`config.mk`:
```
export PLATFORM = sky130hd
export DESIGN_NAME = smsp_port
export DESIGN_NICKNAME = d
export VERILOG_FILES = /design/src/common/smsp_pkg.sv /design/src/core/smsp_port.sv /design/src/core/smsp_sync3.sv
export SDC_FILE = /design/constraint.sdc
export NUM_CORES = 1
export LEC_CHECK = 0
export BUFFER_PORTS_ARGS = -buffer_cell sky130_fd_sc_hd__buf_2
export CAP_MARGIN = 20
export CELL_PAD_IN_SITES_DETAIL_PLACEMENT = 2
export CELL_PAD_IN_SITES_GLOBAL_PLACEMENT = 2
export CORE_MARGIN = 5
export CORE_UTILIZATION = 37
export DETAILED_ROUTE_END_ITERATION = 8
export GPL_TIMING_DRIVEN = 0
export HOLD_SLACK_MARGIN = 0.05
export PLACE_DENSITY_LB_ADDON = 0.1
export SETUP_SLACK_MARGIN = 0.4
export SYNTH_ARGS = -nofsm -noshare
export SYNTH_HDL_FRONTEND = slang
export SYNTH_SLANG_ARGS = --single-unit
```
`constraint.sdc`:
```
create_clock -name pclk -period 5.77 [get_ports pclk]
set_clock_uncertainty 0.1 [all_clocks]
set_input_delay 0.8655 -clock pclk [delete_from_list [all_inputs] [get_ports pclk]]
set_output_delay 0.8655 -clock pclk [all_outputs]
set_load 0.005 [all_outputs]
```
`src/common/smsp_pkg.sv`:
```
/*
 * shared constants and carrier types of the serial master/slave port.
 * assumes a 32-bit apb slave interface with byte addresses on 8 bits.
 */
package smsp_pkg;

  // ************************************************************
  // register map
  // ************************************************************
  localparam int          ADDR_W      = 8;
  localparam logic [7:0]  OFF_CONTROL = 8'h00;
  localparam logic [7:0]  OFF_STATUS  = 8'h04;
  localparam logic [7:0]  OFF_DATA    = 8'h08;
  localparam logic [7:0]  OFF_PINDIR  = 8'h0C;

  // ************************************************************
  // field positions
  // ************************************************************
  localparam int CTL_IRQ_EN = 7;
  localparam int CTL_ENABLE = 6;
  localparam int CTL_ORDER  = 5;
  localparam int CTL_MASTER = 4;
  localparam int CTL_CLOCK_POLARITY   = 3;
  localparam int CTL_CLOCK_PHASE   = 2;
  localparam int STA_DONE   = 7;
  localparam int STA_WRITE_COLLISION_FLAG   = 6;
  localparam int STA_DBL    = 0;
  localparam int DIR_MOSI   = 0;
  localparam int DIR_SCK    = 1;
  localparam int DIR_MISO   = 2;
  localparam int DIR_SS     = 3;
  localparam int DIR_SS_LVL = 4;

  // ************************************************************
  // reset values and divisors
  // ************************************************************
  localparam logic [7:0]  RST_CONTROL = 8'h00;
  localparam logic [4:0]  RST_PINDIR  = 5'h10;
  localparam logic [7:0]  RST_BYTE    = 8'h00;
  localparam logic [3:0]  RST_SYNC    = 4'h8;
  localparam logic [7:0]  DIV_R0      = 8'h04;
  localparam logic [7:0]  DIV_R1      = 8'h10;
  localparam logic [7:0]  DIV_R2      = 8'h40;
  localparam logic [7:0]  DIV_R3      = 8'h80;
  localparam logic [3:0]  LAST_EDGE   = 4'hF;
  localparam logic [2:0]  LAST_BIT    = 3'h7;

  // ************************************************************
  // carriers
  // ************************************************************
  typedef struct packed {
    logic ss_n;
    logic miso;
    logic mosi;
    logic sck;
  } smsp_pin_in_t;

  typedef struct packed {
    logic ss_o;
    logic ss_oe;
    logic miso_o;
    logic miso_oe;
    logic mosi_o;
    logic mosi_oe;
    logic sck_o;
    logic sck_oe;
  } smsp_pin_out_t;

  typedef struct packed {
    logic [7:0]  ctrl;
    logic        done_f;
    logic        write_collision_flag_f;
    logic        dbl;
    logic [4:0]  pdir;
    logic [7:0]  sh;
    logic [7:0]  rx;
    logic [7:0]  txb;
    logic        dout;
    logic        busy;
    logic        tog;
    logic [3:0]  ecnt;
    logic [2:0]  bcnt;
    logic [6:0]  mcnt;
    logic        sck_d;
    logic        arm_f;
    logic        arm_w;
    logic [31:0] prdata;
    logic        pready;
    logic        pslverr;
  } smsp_state_t;

endpackage

```
`src/core/smsp_port.sv`:
```
/*
 * byte-wide serial master/slave port with apb register access.
 * assumes an apb master on pclk and an external tristate resolver.
 */
// Operation
// - slave: select low activates, miso drives if set
// - slave, select high: passive, nothing received
// - select rising resets counter, drops partial bits
// - master, select output: plain general output
// - master, select input low: demote to slave
// - demotion also sets transfer-done flag
// - interrupt needs enable, flag, global enable
// - nothing happens unless port enabled, save select pin drive per its direction bit
// - bit order one: lsb first, else msb
// - polarity sets idle sck level
// - phase picks sample and setup edges
// - master sck divisors with double rate
// - flag set after every completed byte
// - flag cleared by vector or status-data
// - data write while busy sets collision
// - status bits five to one read zero
// - double rate doubles only master sck
// - data write starts, read gives buffer
// - opposite edges, modes zero to three
// - single transmit, double receive buffer
// - master shifts eight bits then stops
`timescale 1ns/1ps
module smsp_port (
  input  wire logic                         pclk,
  input  wire logic                         presetn,
  input  wire logic                         psel,
  input  wire logic                         penable,
  input  wire logic                         pwrite,
  input  wire logic [smsp_pkg::ADDR_W-1:0]  paddr,
  input  wire logic [31:0]                  pwdata,
  output logic      [31:0]                  prdata,
  output logic                              pready,
  output logic                              pslverr,
  input  wire smsp_pkg::smsp_pin_in_t       pins_in,
  output smsp_pkg::smsp_pin_out_t           pins_out,
  input  wire logic                         cpu_global_irq_en,
  input  wire logic                         irq_vector_ack,
  output logic                              xfer_irq
);

  smsp_pkg::smsp_state_t s_r;
  smsp_pkg::smsp_state_t s_nxt;
  logic [3:0]            syn;
  logic                  sck_s;
  logic                  mosi_s;
  logic                  miso_s;
  logic                  ss_s;
  logic                  en;
  logic                  mst;
  logic                  clock_polarity;
  logic                  clock_phase;
  logic                  lsb;
  logic                  slv_on;
  logic                  busy_any;
  logic [6:0]            half;
  logic                  in_bit;
  logic                  obit;
  logic [7:0]            shifted;
  logic                  acc;
  logic                  data_acc;
  logic                  data_wr;
  logic                  done_ev;
  logic                  demote;
  logic                  write_collision_flag_ev;

  // ************************************************************
  // pin synchronisers
  // ************************************************************
  smsp_sync3 #(
    .W       (4),
    .RST_VAL (smsp_pkg::RST_SYNC)
  ) u_sync (
    .pclk    (pclk),
    .presetn (presetn),
    .d_in    (pins_in),
    .q_out   (syn)
  );

  assign sck_s  = syn[0];
  assign mosi_s = syn[1];
  assign miso_s = syn[2];
  assign ss_s   = syn[3];

  // ************************************************************
  // decoded control
  // ************************************************************
  assign en       = s_r.ctrl[smsp_pkg::CTL_ENABLE];
  assign mst      = s_r.ctrl[smsp_pkg::CTL_MASTER];
  assign clock_polarity     = s_r.ctrl[smsp_pkg::CTL_CLOCK_POLARITY];
  assign clock_phase     = s_r.ctrl[smsp_pkg::CTL_CLOCK_PHASE];
  assign lsb      = s_r.ctrl[smsp_pkg::CTL_ORDER];
  assign slv_on   = en && !mst;
  assign busy_any = s_r.busy || (s_r.bcnt != 3'h0);
  assign in_bit   = mst ? miso_s : mosi_s;
  assign obit     = lsb ? s_r.sh[0] : s_r.sh[7];
  assign shifted  = lsb ? {in_bit, s_r.sh[7:1]} : {s_r.sh[6:0], in_bit};
  assign acc      = psel && penable && s_r.pready;
  assign data_acc = acc && (paddr == smsp_pkg::OFF_DATA);
  assign data_wr  = data_acc && pwrite;

  // half sck period in pclk cycles
  function automatic logic [6:0] half_of(input logic dbl, input logic [1:0] r);
    logic [7:0] d;
    case (r)
      2'h0:    d = smsp_pkg::DIV_R0;
      2'h1:    d = smsp_pkg::DIV_R1;
      2'h2:    d = smsp_pkg::DIV_R2;
      default: d = smsp_pkg::DIV_R3;
    endcase
    if (dbl) begin
      d = d >> 1;
    end
    return d[7:1];
  endfunction

  assign half = half_of(s_r.dbl, s_r.ctrl[1:0]);

  // ************************************************************
  // next state
  // ************************************************************
  always_comb begin
    s_nxt   = s_r;
    done_ev = 1'b0;
    demote  = 1'b0;
    write_collision_flag_ev = 1'b0;
    s_nxt.sck_d = sck_s;

    // master clock generator
    if (en && mst && s_r.busy) begin
      if (s_r.mcnt == 7'h00) begin
        s_nxt.mcnt = half - 7'h01;
        s_nxt.tog  = ~s_r.tog;
        s_nxt.ecnt = s_r.ecnt + 4'h1;
        if (s_r.ecnt[0] == clock_phase) begin
          s_nxt.sh = shifted;
        end else begin
          s_nxt.dout = obit;
        end
        if (s_r.ecnt == smsp_pkg::LAST_EDGE) begin
          s_nxt.busy = 1'b0;
          s_nxt.rx   = s_nxt.sh;
          done_ev    = 1'b1;
        end
      end else begin
        s_nxt.mcnt = s_r.mcnt - 7'h01;
      end
    end

    // slave engine, gated by select
    if (slv_on && !ss_s) begin
      if (sck_s != s_r.sck_d) begin
        if ((sck_s != clock_polarity) != clock_phase) begin
          s_nxt.sh   = shifted;
          s_nxt.bcnt = s_r.bcnt + 3'h1;
          if (s_r.bcnt == smsp_pkg::LAST_BIT) begin
            s_nxt.rx = shifted;
            done_ev  = 1'b1;
          end
        end else begin
          s_nxt.dout = obit;
        end
      end
    end else if (slv_on) begin
      s_nxt.bcnt = 3'h0;
      if (s_r.bcnt != 3'h0) begin
        s_nxt.sh = s_r.txb;
      end
      s_nxt.dout = lsb ? s_r.txb[0] : s_r.txb[7];
    end

    // select pulled low while master with select as input
    if (en && mst && !s_r.pdir[smsp_pkg::DIR_SS] && !ss_s) begin
      s_nxt.ctrl[smsp_pkg::CTL_MASTER] = 1'b0;
      s_nxt.busy = 1'b0;
      s_nxt.tog  = 1'b0;
      demote     = 1'b1;
    end

    if (!en) begin
      s_nxt.busy = 1'b0;
      s_nxt.bcnt = 3'h0;
      s_nxt.tog  = 1'b0;
    end

    // apb: registered answer one cycle after setup
    s_nxt.pready  = psel && !penable;
    s_nxt.pslverr = 1'b0;
    if (psel && !penable) begin
      s_nxt.prdata = 32'h0000_0000;
      if (paddr == smsp_pkg::OFF_CONTROL) begin
        s_nxt.prdata[7:0] = s_r.ctrl;
      end else if (paddr == smsp_pkg::OFF_STATUS) begin
        s_nxt.prdata[7:0] = {s_r.done_f, s_r.write_collision_flag_f, 5'h00, s_r.dbl};
      end else if (paddr == smsp_pkg::OFF_DATA) begin
        s_nxt.prdata[7:0] = s_r.rx;
      end else if (paddr == smsp_pkg::OFF_PINDIR) begin
        s_nxt.prdata[4:0] = s_r.pdir;
      end else begin
        s_nxt.pslverr = 1'b1;
      end
    end

    if (acc && pwrite) begin
      if (paddr == smsp_pkg::OFF_CONTROL) begin
        s_nxt.ctrl = pwdata[7:0];
      end else if (paddr == smsp_pkg::OFF_STATUS) begin
        s_nxt.dbl = pwdata[smsp_pkg::STA_DBL];
      end else if (paddr == smsp_pkg::OFF_PINDIR) begin
        s_nxt.pdir = pwdata[4:0];
      end
    end

    if (data_wr) begin
      if (busy_any) begin
        write_collision_flag_ev = 1'b1;
      end else begin
        s_nxt.sh  = pwdata[7:0];
        s_nxt.txb = pwdata[7:0];
        if (!clock_phase) begin
          s_nxt.dout = lsb ? pwdata[0] : pwdata[7];
        end
        if (en && s_nxt.ctrl[smsp_pkg::CTL_MASTER]) begin
          s_nxt.busy = 1'b1;
          s_nxt.ecnt = 4'h0;
          s_nxt.tog  = 1'b0;
          s_nxt.mcnt = half - 7'h01;
        end
      end
    end

    // flags: set wins over clear
    if (acc && !pwrite && (paddr == smsp_pkg::OFF_STATUS)) begin
      s_nxt.arm_f = s_r.prdata[smsp_pkg::STA_DONE];
      s_nxt.arm_w = s_r.prdata[smsp_pkg::STA_WRITE_COLLISION_FLAG];
    end else if (data_acc) begin
      s_nxt.arm_f = 1'b0;
      s_nxt.arm_w = 1'b0;
    end
    s_nxt.done_f = done_ev || demote || (s_r.done_f && !irq_vector_ack
                   && !(data_acc && s_r.arm_f));
    s_nxt.write_collision_flag_f = write_collision_flag_ev || (s_r.write_collision_flag_f && !(data_acc && s_r.arm_w));
  end

  always_ff @(posedge pclk or negedge presetn) begin
    if (!presetn) begin
      s_r <= '{ctrl: smsp_pkg::RST_CONTROL, pdir: smsp_pkg::RST_PINDIR,
               sh: smsp_pkg::RST_BYTE, rx: smsp_pkg::RST_BYTE,
               txb: smsp_pkg::RST_BYTE, default: '0};
    end else begin
      s_r <= s_nxt;
    end
  end

  // ************************************************************
  // outputs
  // ************************************************************
  assign prdata   = s_r.prdata;
  assign pready   = s_r.pready;
  assign pslverr  = s_r.pslverr;
  assign xfer_irq = s_r.ctrl[smsp_pkg::CTL_IRQ_EN] && s_r.done_f
                    && cpu_global_irq_en;

  always_comb begin
    pins_out         = '0;
    pins_out.sck_o   = clock_polarity ^ s_r.tog;
    pins_out.mosi_o  = s_r.dout;
    pins_out.miso_o  = s_r.dout;
    pins_out.ss_o    = s_r.pdir[smsp_pkg::DIR_SS_LVL];
    pins_out.ss_oe   = !slv_on && s_r.pdir[smsp_pkg::DIR_SS];
    if (en && mst) begin
      pins_out.sck_oe  = s_r.pdir[smsp_pkg::DIR_SCK];
      pins_out.mosi_oe = s_r.pdir[smsp_pkg::DIR_MOSI];
    end else if (slv_on && !ss_s) begin
      pins_out.miso_oe = s_r.pdir[smsp_pkg::DIR_MISO];
    end
  end
endmodule // smsp_port

```
`src/core/smsp_sync3.sv`:
```
/*
 * three-stage synchroniser for pin inputs, change accepted when
 * stages two and three agree.
 * assumes inputs asynchronous to pclk.
 */
`timescale 1ns/1ps
module smsp_sync3 #(
  parameter int             W       = 4,
  parameter logic [W-1:0]   RST_VAL = '0
) (
  input  wire logic         pclk,
  input  wire logic         presetn,
  input  wire logic [W-1:0] d_in,
  output logic      [W-1:0] q_out
);

  typedef struct packed {
    logic [W-1:0] s1;
    logic [W-1:0] s2;
    logic [W-1:0] s3;
    logic [W-1:0] q;
  } smsp_sync_t;

  smsp_sync_t r_r;
  smsp_sync_t r_nxt;

  // ************************************************************
  // per-bit agreement filter
  // ************************************************************
  always_comb begin
    r_nxt    = r_r;
    r_nxt.s1 = d_in;
    r_nxt.s2 = r_r.s1;
    r_nxt.s3 = r_r.s2;
    for (int i = 0; i < W; i++) begin
      if (r_r.s2[i] == r_r.s3[i]) begin
        r_nxt.q[i] = r_r.s3[i];
      end
    end
  end

  always_ff @(posedge pclk or negedge presetn) begin
    if (!presetn) begin
      r_r <= '{s1: RST_VAL, s2: RST_VAL, s3: RST_VAL, q: RST_VAL};
    end else begin
      r_r <= r_nxt;
    end
  end

  assign q_out = r_r.q;

endmodule // smsp_sync3

```
**Word-level counts from Yosys, hierarchy flattened**

Cells that the tools add are included.

- Register bits: 86
- Bits of input ports: 51
- Output and inout port bits: 43

- Add/subtract/negate cells: 4
- Eq/ne operators: 18
- Multiplexer cells: 75
- Bitwise operators: 5
- Reduce and logical (&&, ||, !) cells: 46

Operators by type and width:

| cell | count |
|---|---|
| 8-bit two-way mux | 15 |
| 16-bit two-way mux | 4 |
| 7-bit two-way mux | 9 |
| 1-bit two-way mux | 31 |
| 8-bit one-hot mux with 3 select lines | 1 |
| 1-bit logical AND | 23 |
| 5-bit two-way mux | 4 |
| 3-bit two-way mux | 6 |
| 8-bit by 4-bit == test with 1-bit output, second input constant | 2 |
| 7-bit by 1-bit subtractor with 7-bit output, second input constant | 2 |
| 1-bit zero test | 9 |
| 8-bit by 3-bit == test with 1-bit output, second input constant | 1 |
| 8-bit zero test | 1 |
| 2-bit two-way mux | 4 |
| 7-bit zero test | 1 |
| 6-bit two-way mux | 1 |
| 3-bit != test, second input constant | 2 |
| 3-bit AND reduction | 2 |
| 1-bit == test | 5 |
| 4-bit by 1-bit adder with 4-bit output, second input constant | 1 |
| 4-bit == test, second input constant | 1 |
| 1-bit logical OR | 4 |
| 1-bit inverter | 4 |
| 2-bit AND reduction | 2 |
| other kinds (11) | 13 |

**Logic depth before layout (Yosys ltp)**

- Word-level depth: 14
- Depth in mapped cells: 8
- Depth with buffers taken out: 7

**Modules after synthesis**

Synthesis repeated with hierarchy kept, for this count alone.

- Cells, all modules: 436
- Area total of the unflattened synthesis: 4495.6 µm²

By module, submodules not included:

| module | times used | cells an instance | area each (µm²) |
|---|---|---|---|
| smsp_port | 1 | 412 | 4015.1 |
| smsp_sync3 | 1 | 24 | 480.5 |

**Worst setup path after synthesis**

Ideal clock, no wire load.

- Path kind: input -> register
- Start: input port paddr[5] (netlist bit)
- End: register s_r[40] (netlist bit)
- Data arrival time: 2568 ps
- Data required time: 5545 ps
- Setup slack: 2977 ps
- Cell stages on the path: 4
- Path buffers: 0
- Cells stage by stage: nor4_1 > nand4_1 > nor3_1 > mux2_2

RTL lines:

| what | line | RTL |
|---|---|---|
| from (decl) | smsp_port.sv:34 | `input wire logic [smsp_pkg::ADDR_W-1:0] paddr,` |
| to (signal assigned) | smsp_port.sv:251 | `s_r <= '{ctrl: smsp_pkg::RST_CONTROL, pdir: smsp_pkg::RST_PINDIR,` |
| to (signal assigned) | smsp_port.sv:255 | `s_r <= s_nxt;` |
| to (decl) | smsp_port.sv:46 | `smsp_pkg::smsp_state_t s_r;` |

==> flow_summary.toml <==
[die]
io-pin-count = 94
die_area_um2 = 14690
start_util_pct = 37.94
core-area_um2 = 12060
rows = 40
die_width_um = 121.2
die_y_um = 121.2

[cells_and_area]
antennaDiodeCount = 0
nNetsFinal = 583
final_cells = 698
utilization_pct = 45.06
drive_gt1_share_pct = 25.09
area_growth_pct = 18.79

[drt]
wl_per_cell_um = 19.57
met3_length_um = 545
routed_wirelength_um = 13660
drt-met1-wl_um = 6087
vias = 3613
remaining_drc_errors = 0
drtPass1Iterations = 4
drt_iter0_markers = 150
vias_per_cell = 5.176
wl_met2_um = 6744
routed.top_layer = "met4"
ant_nets = 0

[timing]
rsz0062_at_grt = "false"
tns_ps = 0
setup_viol = 0
maxSlewViolCount = 0
fin_ws_ps = 2296
timing.fmax_mhz = 287.8
tightest_slew_ps = 991.6
period_needed_ps = 3474
relSlewSlack_pct = 33.39
hold_viol_final = 0
period_share_pct = 60.21

[synth]
synthesis.instances = 447
synth_flop_cell = "dfrtp_1"
yosysWarnings = 0
synth_enable_flop_cells = 0
synth_area_per_cell_um2 = 10.24
synth_cell_types = 62
yosys-top-cells-area = "dfrtp_1, mux2i_1, buf_4"
yosys-top-cells-count = "dfrtp_1, nand2_1, buf_4, mux2i_1, o21ai_0"
synth_most_common_cell = "dfrtp_1"
synth.top_cell.area_share_pct = 44.30
ys_seq_area_share_pct = 47.17
yosysTopAreaCell = "dfrtp_1"
postSynth.asyncResetShare_pct = 100.0
ys_ff_latch = 86
synth_area_um2 = 4576

[clock_tree]
cts_sinks = 86
cts_setup_buffers = 0
cts_buffers = 9
worstSkewPairLatency_ps = 360
cts_htree_levels = 3
root_buffer = "clkbuf_16"
cts_resized = 0
cts_tree = "yes"
clockBufferDepth = 2
clk_pin_slew_ps = 60
hold_buffers = 0

[hold_path]
hp-class = "flop to flop"

[worst_setup_path]
arrival_ps = 3610
cp_max_fo = 10
setup.worst_path.end_class = "flop"
start_kind = "primary input"
critical_path_class = "primary input to flop"
required_ps = 5900

[placement]
post-place-ws_ps = 1856
gp_congestion = 0.7666
dp_hpwl_um = 10170
io_buffers = 44
placed_cells = 683

[global_routing]
grt_pass1_wl_um = 22780
antenna_found_initial = 0
grt_pass1_vias = 4111
grt_max_degree = 47
overflow = 0
grt_usage_pct = 20.13

[pwr]
p_leak_uw = 0.002679
p_per_area_nw_per_um2 = 279.4
power.total_uw = 1519
ir_drop_mv = 0.1081

[run]
drv_cap = 0

[run_status]
status = "completed"
==> layer usage <==
layer	up-vias	GRT usage, %
li1	1680	-
met1	1847	25.77
met2	69	34.00
met3	17	3.170
met4	0	8.123
met5	-	0
==> area by class of cell <==
class | count | area, um2
inverter | 15 | 56.30
clock inverter | 6 | 87.58
buffer | 54 | 374.1
timing repair buffer | 45 | 250.2
tap | 168 | 210.2
clock buffer | 9 | 225.2
sequential | 86 | 2158
fill | 1304 | 6626
multi-input combinational | 315 | 2073
==> cell families (layout without fill, tap and decap cells) <==
kind of cell | Yosys count | after routing | share of synthesized area [%]
AOI/OAI and AO/OA | 87 | 87 | 13.24
xor gates and xnor gates | 9 | 9 | 1.723
adders and majority gates | 10 | 10 | 2.516
buffers and inverters | 69 | 129 | 9.406
DFF | 86 | 86 | 47.17
muxes | 46 | 46 | 10.83
other | 1 | 24 | 0.08196
and+or+nand+nor | 139 | 139 | 15.04
==> path summary, 6_finish.rpt <==
path	startpoint	depth (start not counted)	slack [ps]	endpoint
max reg2reg	s_r[44]	6	2400	s_r[40]
min in group asynchronous	presetn	1	410	prdata[1]
min reg2reg	u_sync.r_nxt[9]	0	260	u_sync.r_nxt[5]
max	paddr[5]	5	2300	s_r[40]
min	u_sync.r_nxt[9]	0	260	u_sync.r_nxt[5]
max in group asynchronous	presetn	2	4480	pins_out[7]
==> placed cells by master, fill, tap and decap left out, types with 4 or more instances in the layout <==
cell       synthesis  routed
a21oi_1           10      10
a221o_1            9       9
a22oi_1            9       9
a31oi_1            5       5
and2_1             5       5
and3_1             5       5
buf_2              1      44
buf_4             37      38
buf_6              4       4
clkbuf_1          11      11
clkbuf_16          0       9
conb_1             1      24
dfrtp_1           81      81
dfstp_2            5       5
ha_1               6       6
inv_1             15      15
maj3_1             4       4
mux2_2            14      14
mux2i_1           30      30
nand2_1           56      56
nand2b_1           7       7
nand3_1            7       7
nand4_1            4       4
nor2_1            25      25
nor2b_1            8       8
nor3_1             5       5
o21ai_0           26      26
o22ai_1            8       8
xnor2_1            4       4
xor2_1             5       5
==> metrics by stage <==
step	cell area [um2]	hold slack (ps)
after detailed placement	5122	237.0
after global routing	5435	264.1
after global placement	5092	232.9
after CTS	5435	256.6
after floorplan	4662	231.2
final	5435	257.5
==> worst max-delay path, cell delays in order <==
cell,delay [ps]
buf_2,90
nor4_1,700
nand4_1,590
nor3_1,940
mux2_2,410
==> state kept, by name (all words and copies together), names as in the netlist, 2 cells and up <==
register,flops
u_sync.r_r,4
pins_out,2
u_sync.q_out,4
prdata,8
u_sync.r_nxt,8
s_r,53
==> where the power goes <==
group / internal [uW] / switching (uW) / total (uW)
Combinational: 93.5 / 118 / 212
Clock: 377 / 251 / 628
Sequential: 640 / 39.1 / 679
(Power assumes the default switching activity.)
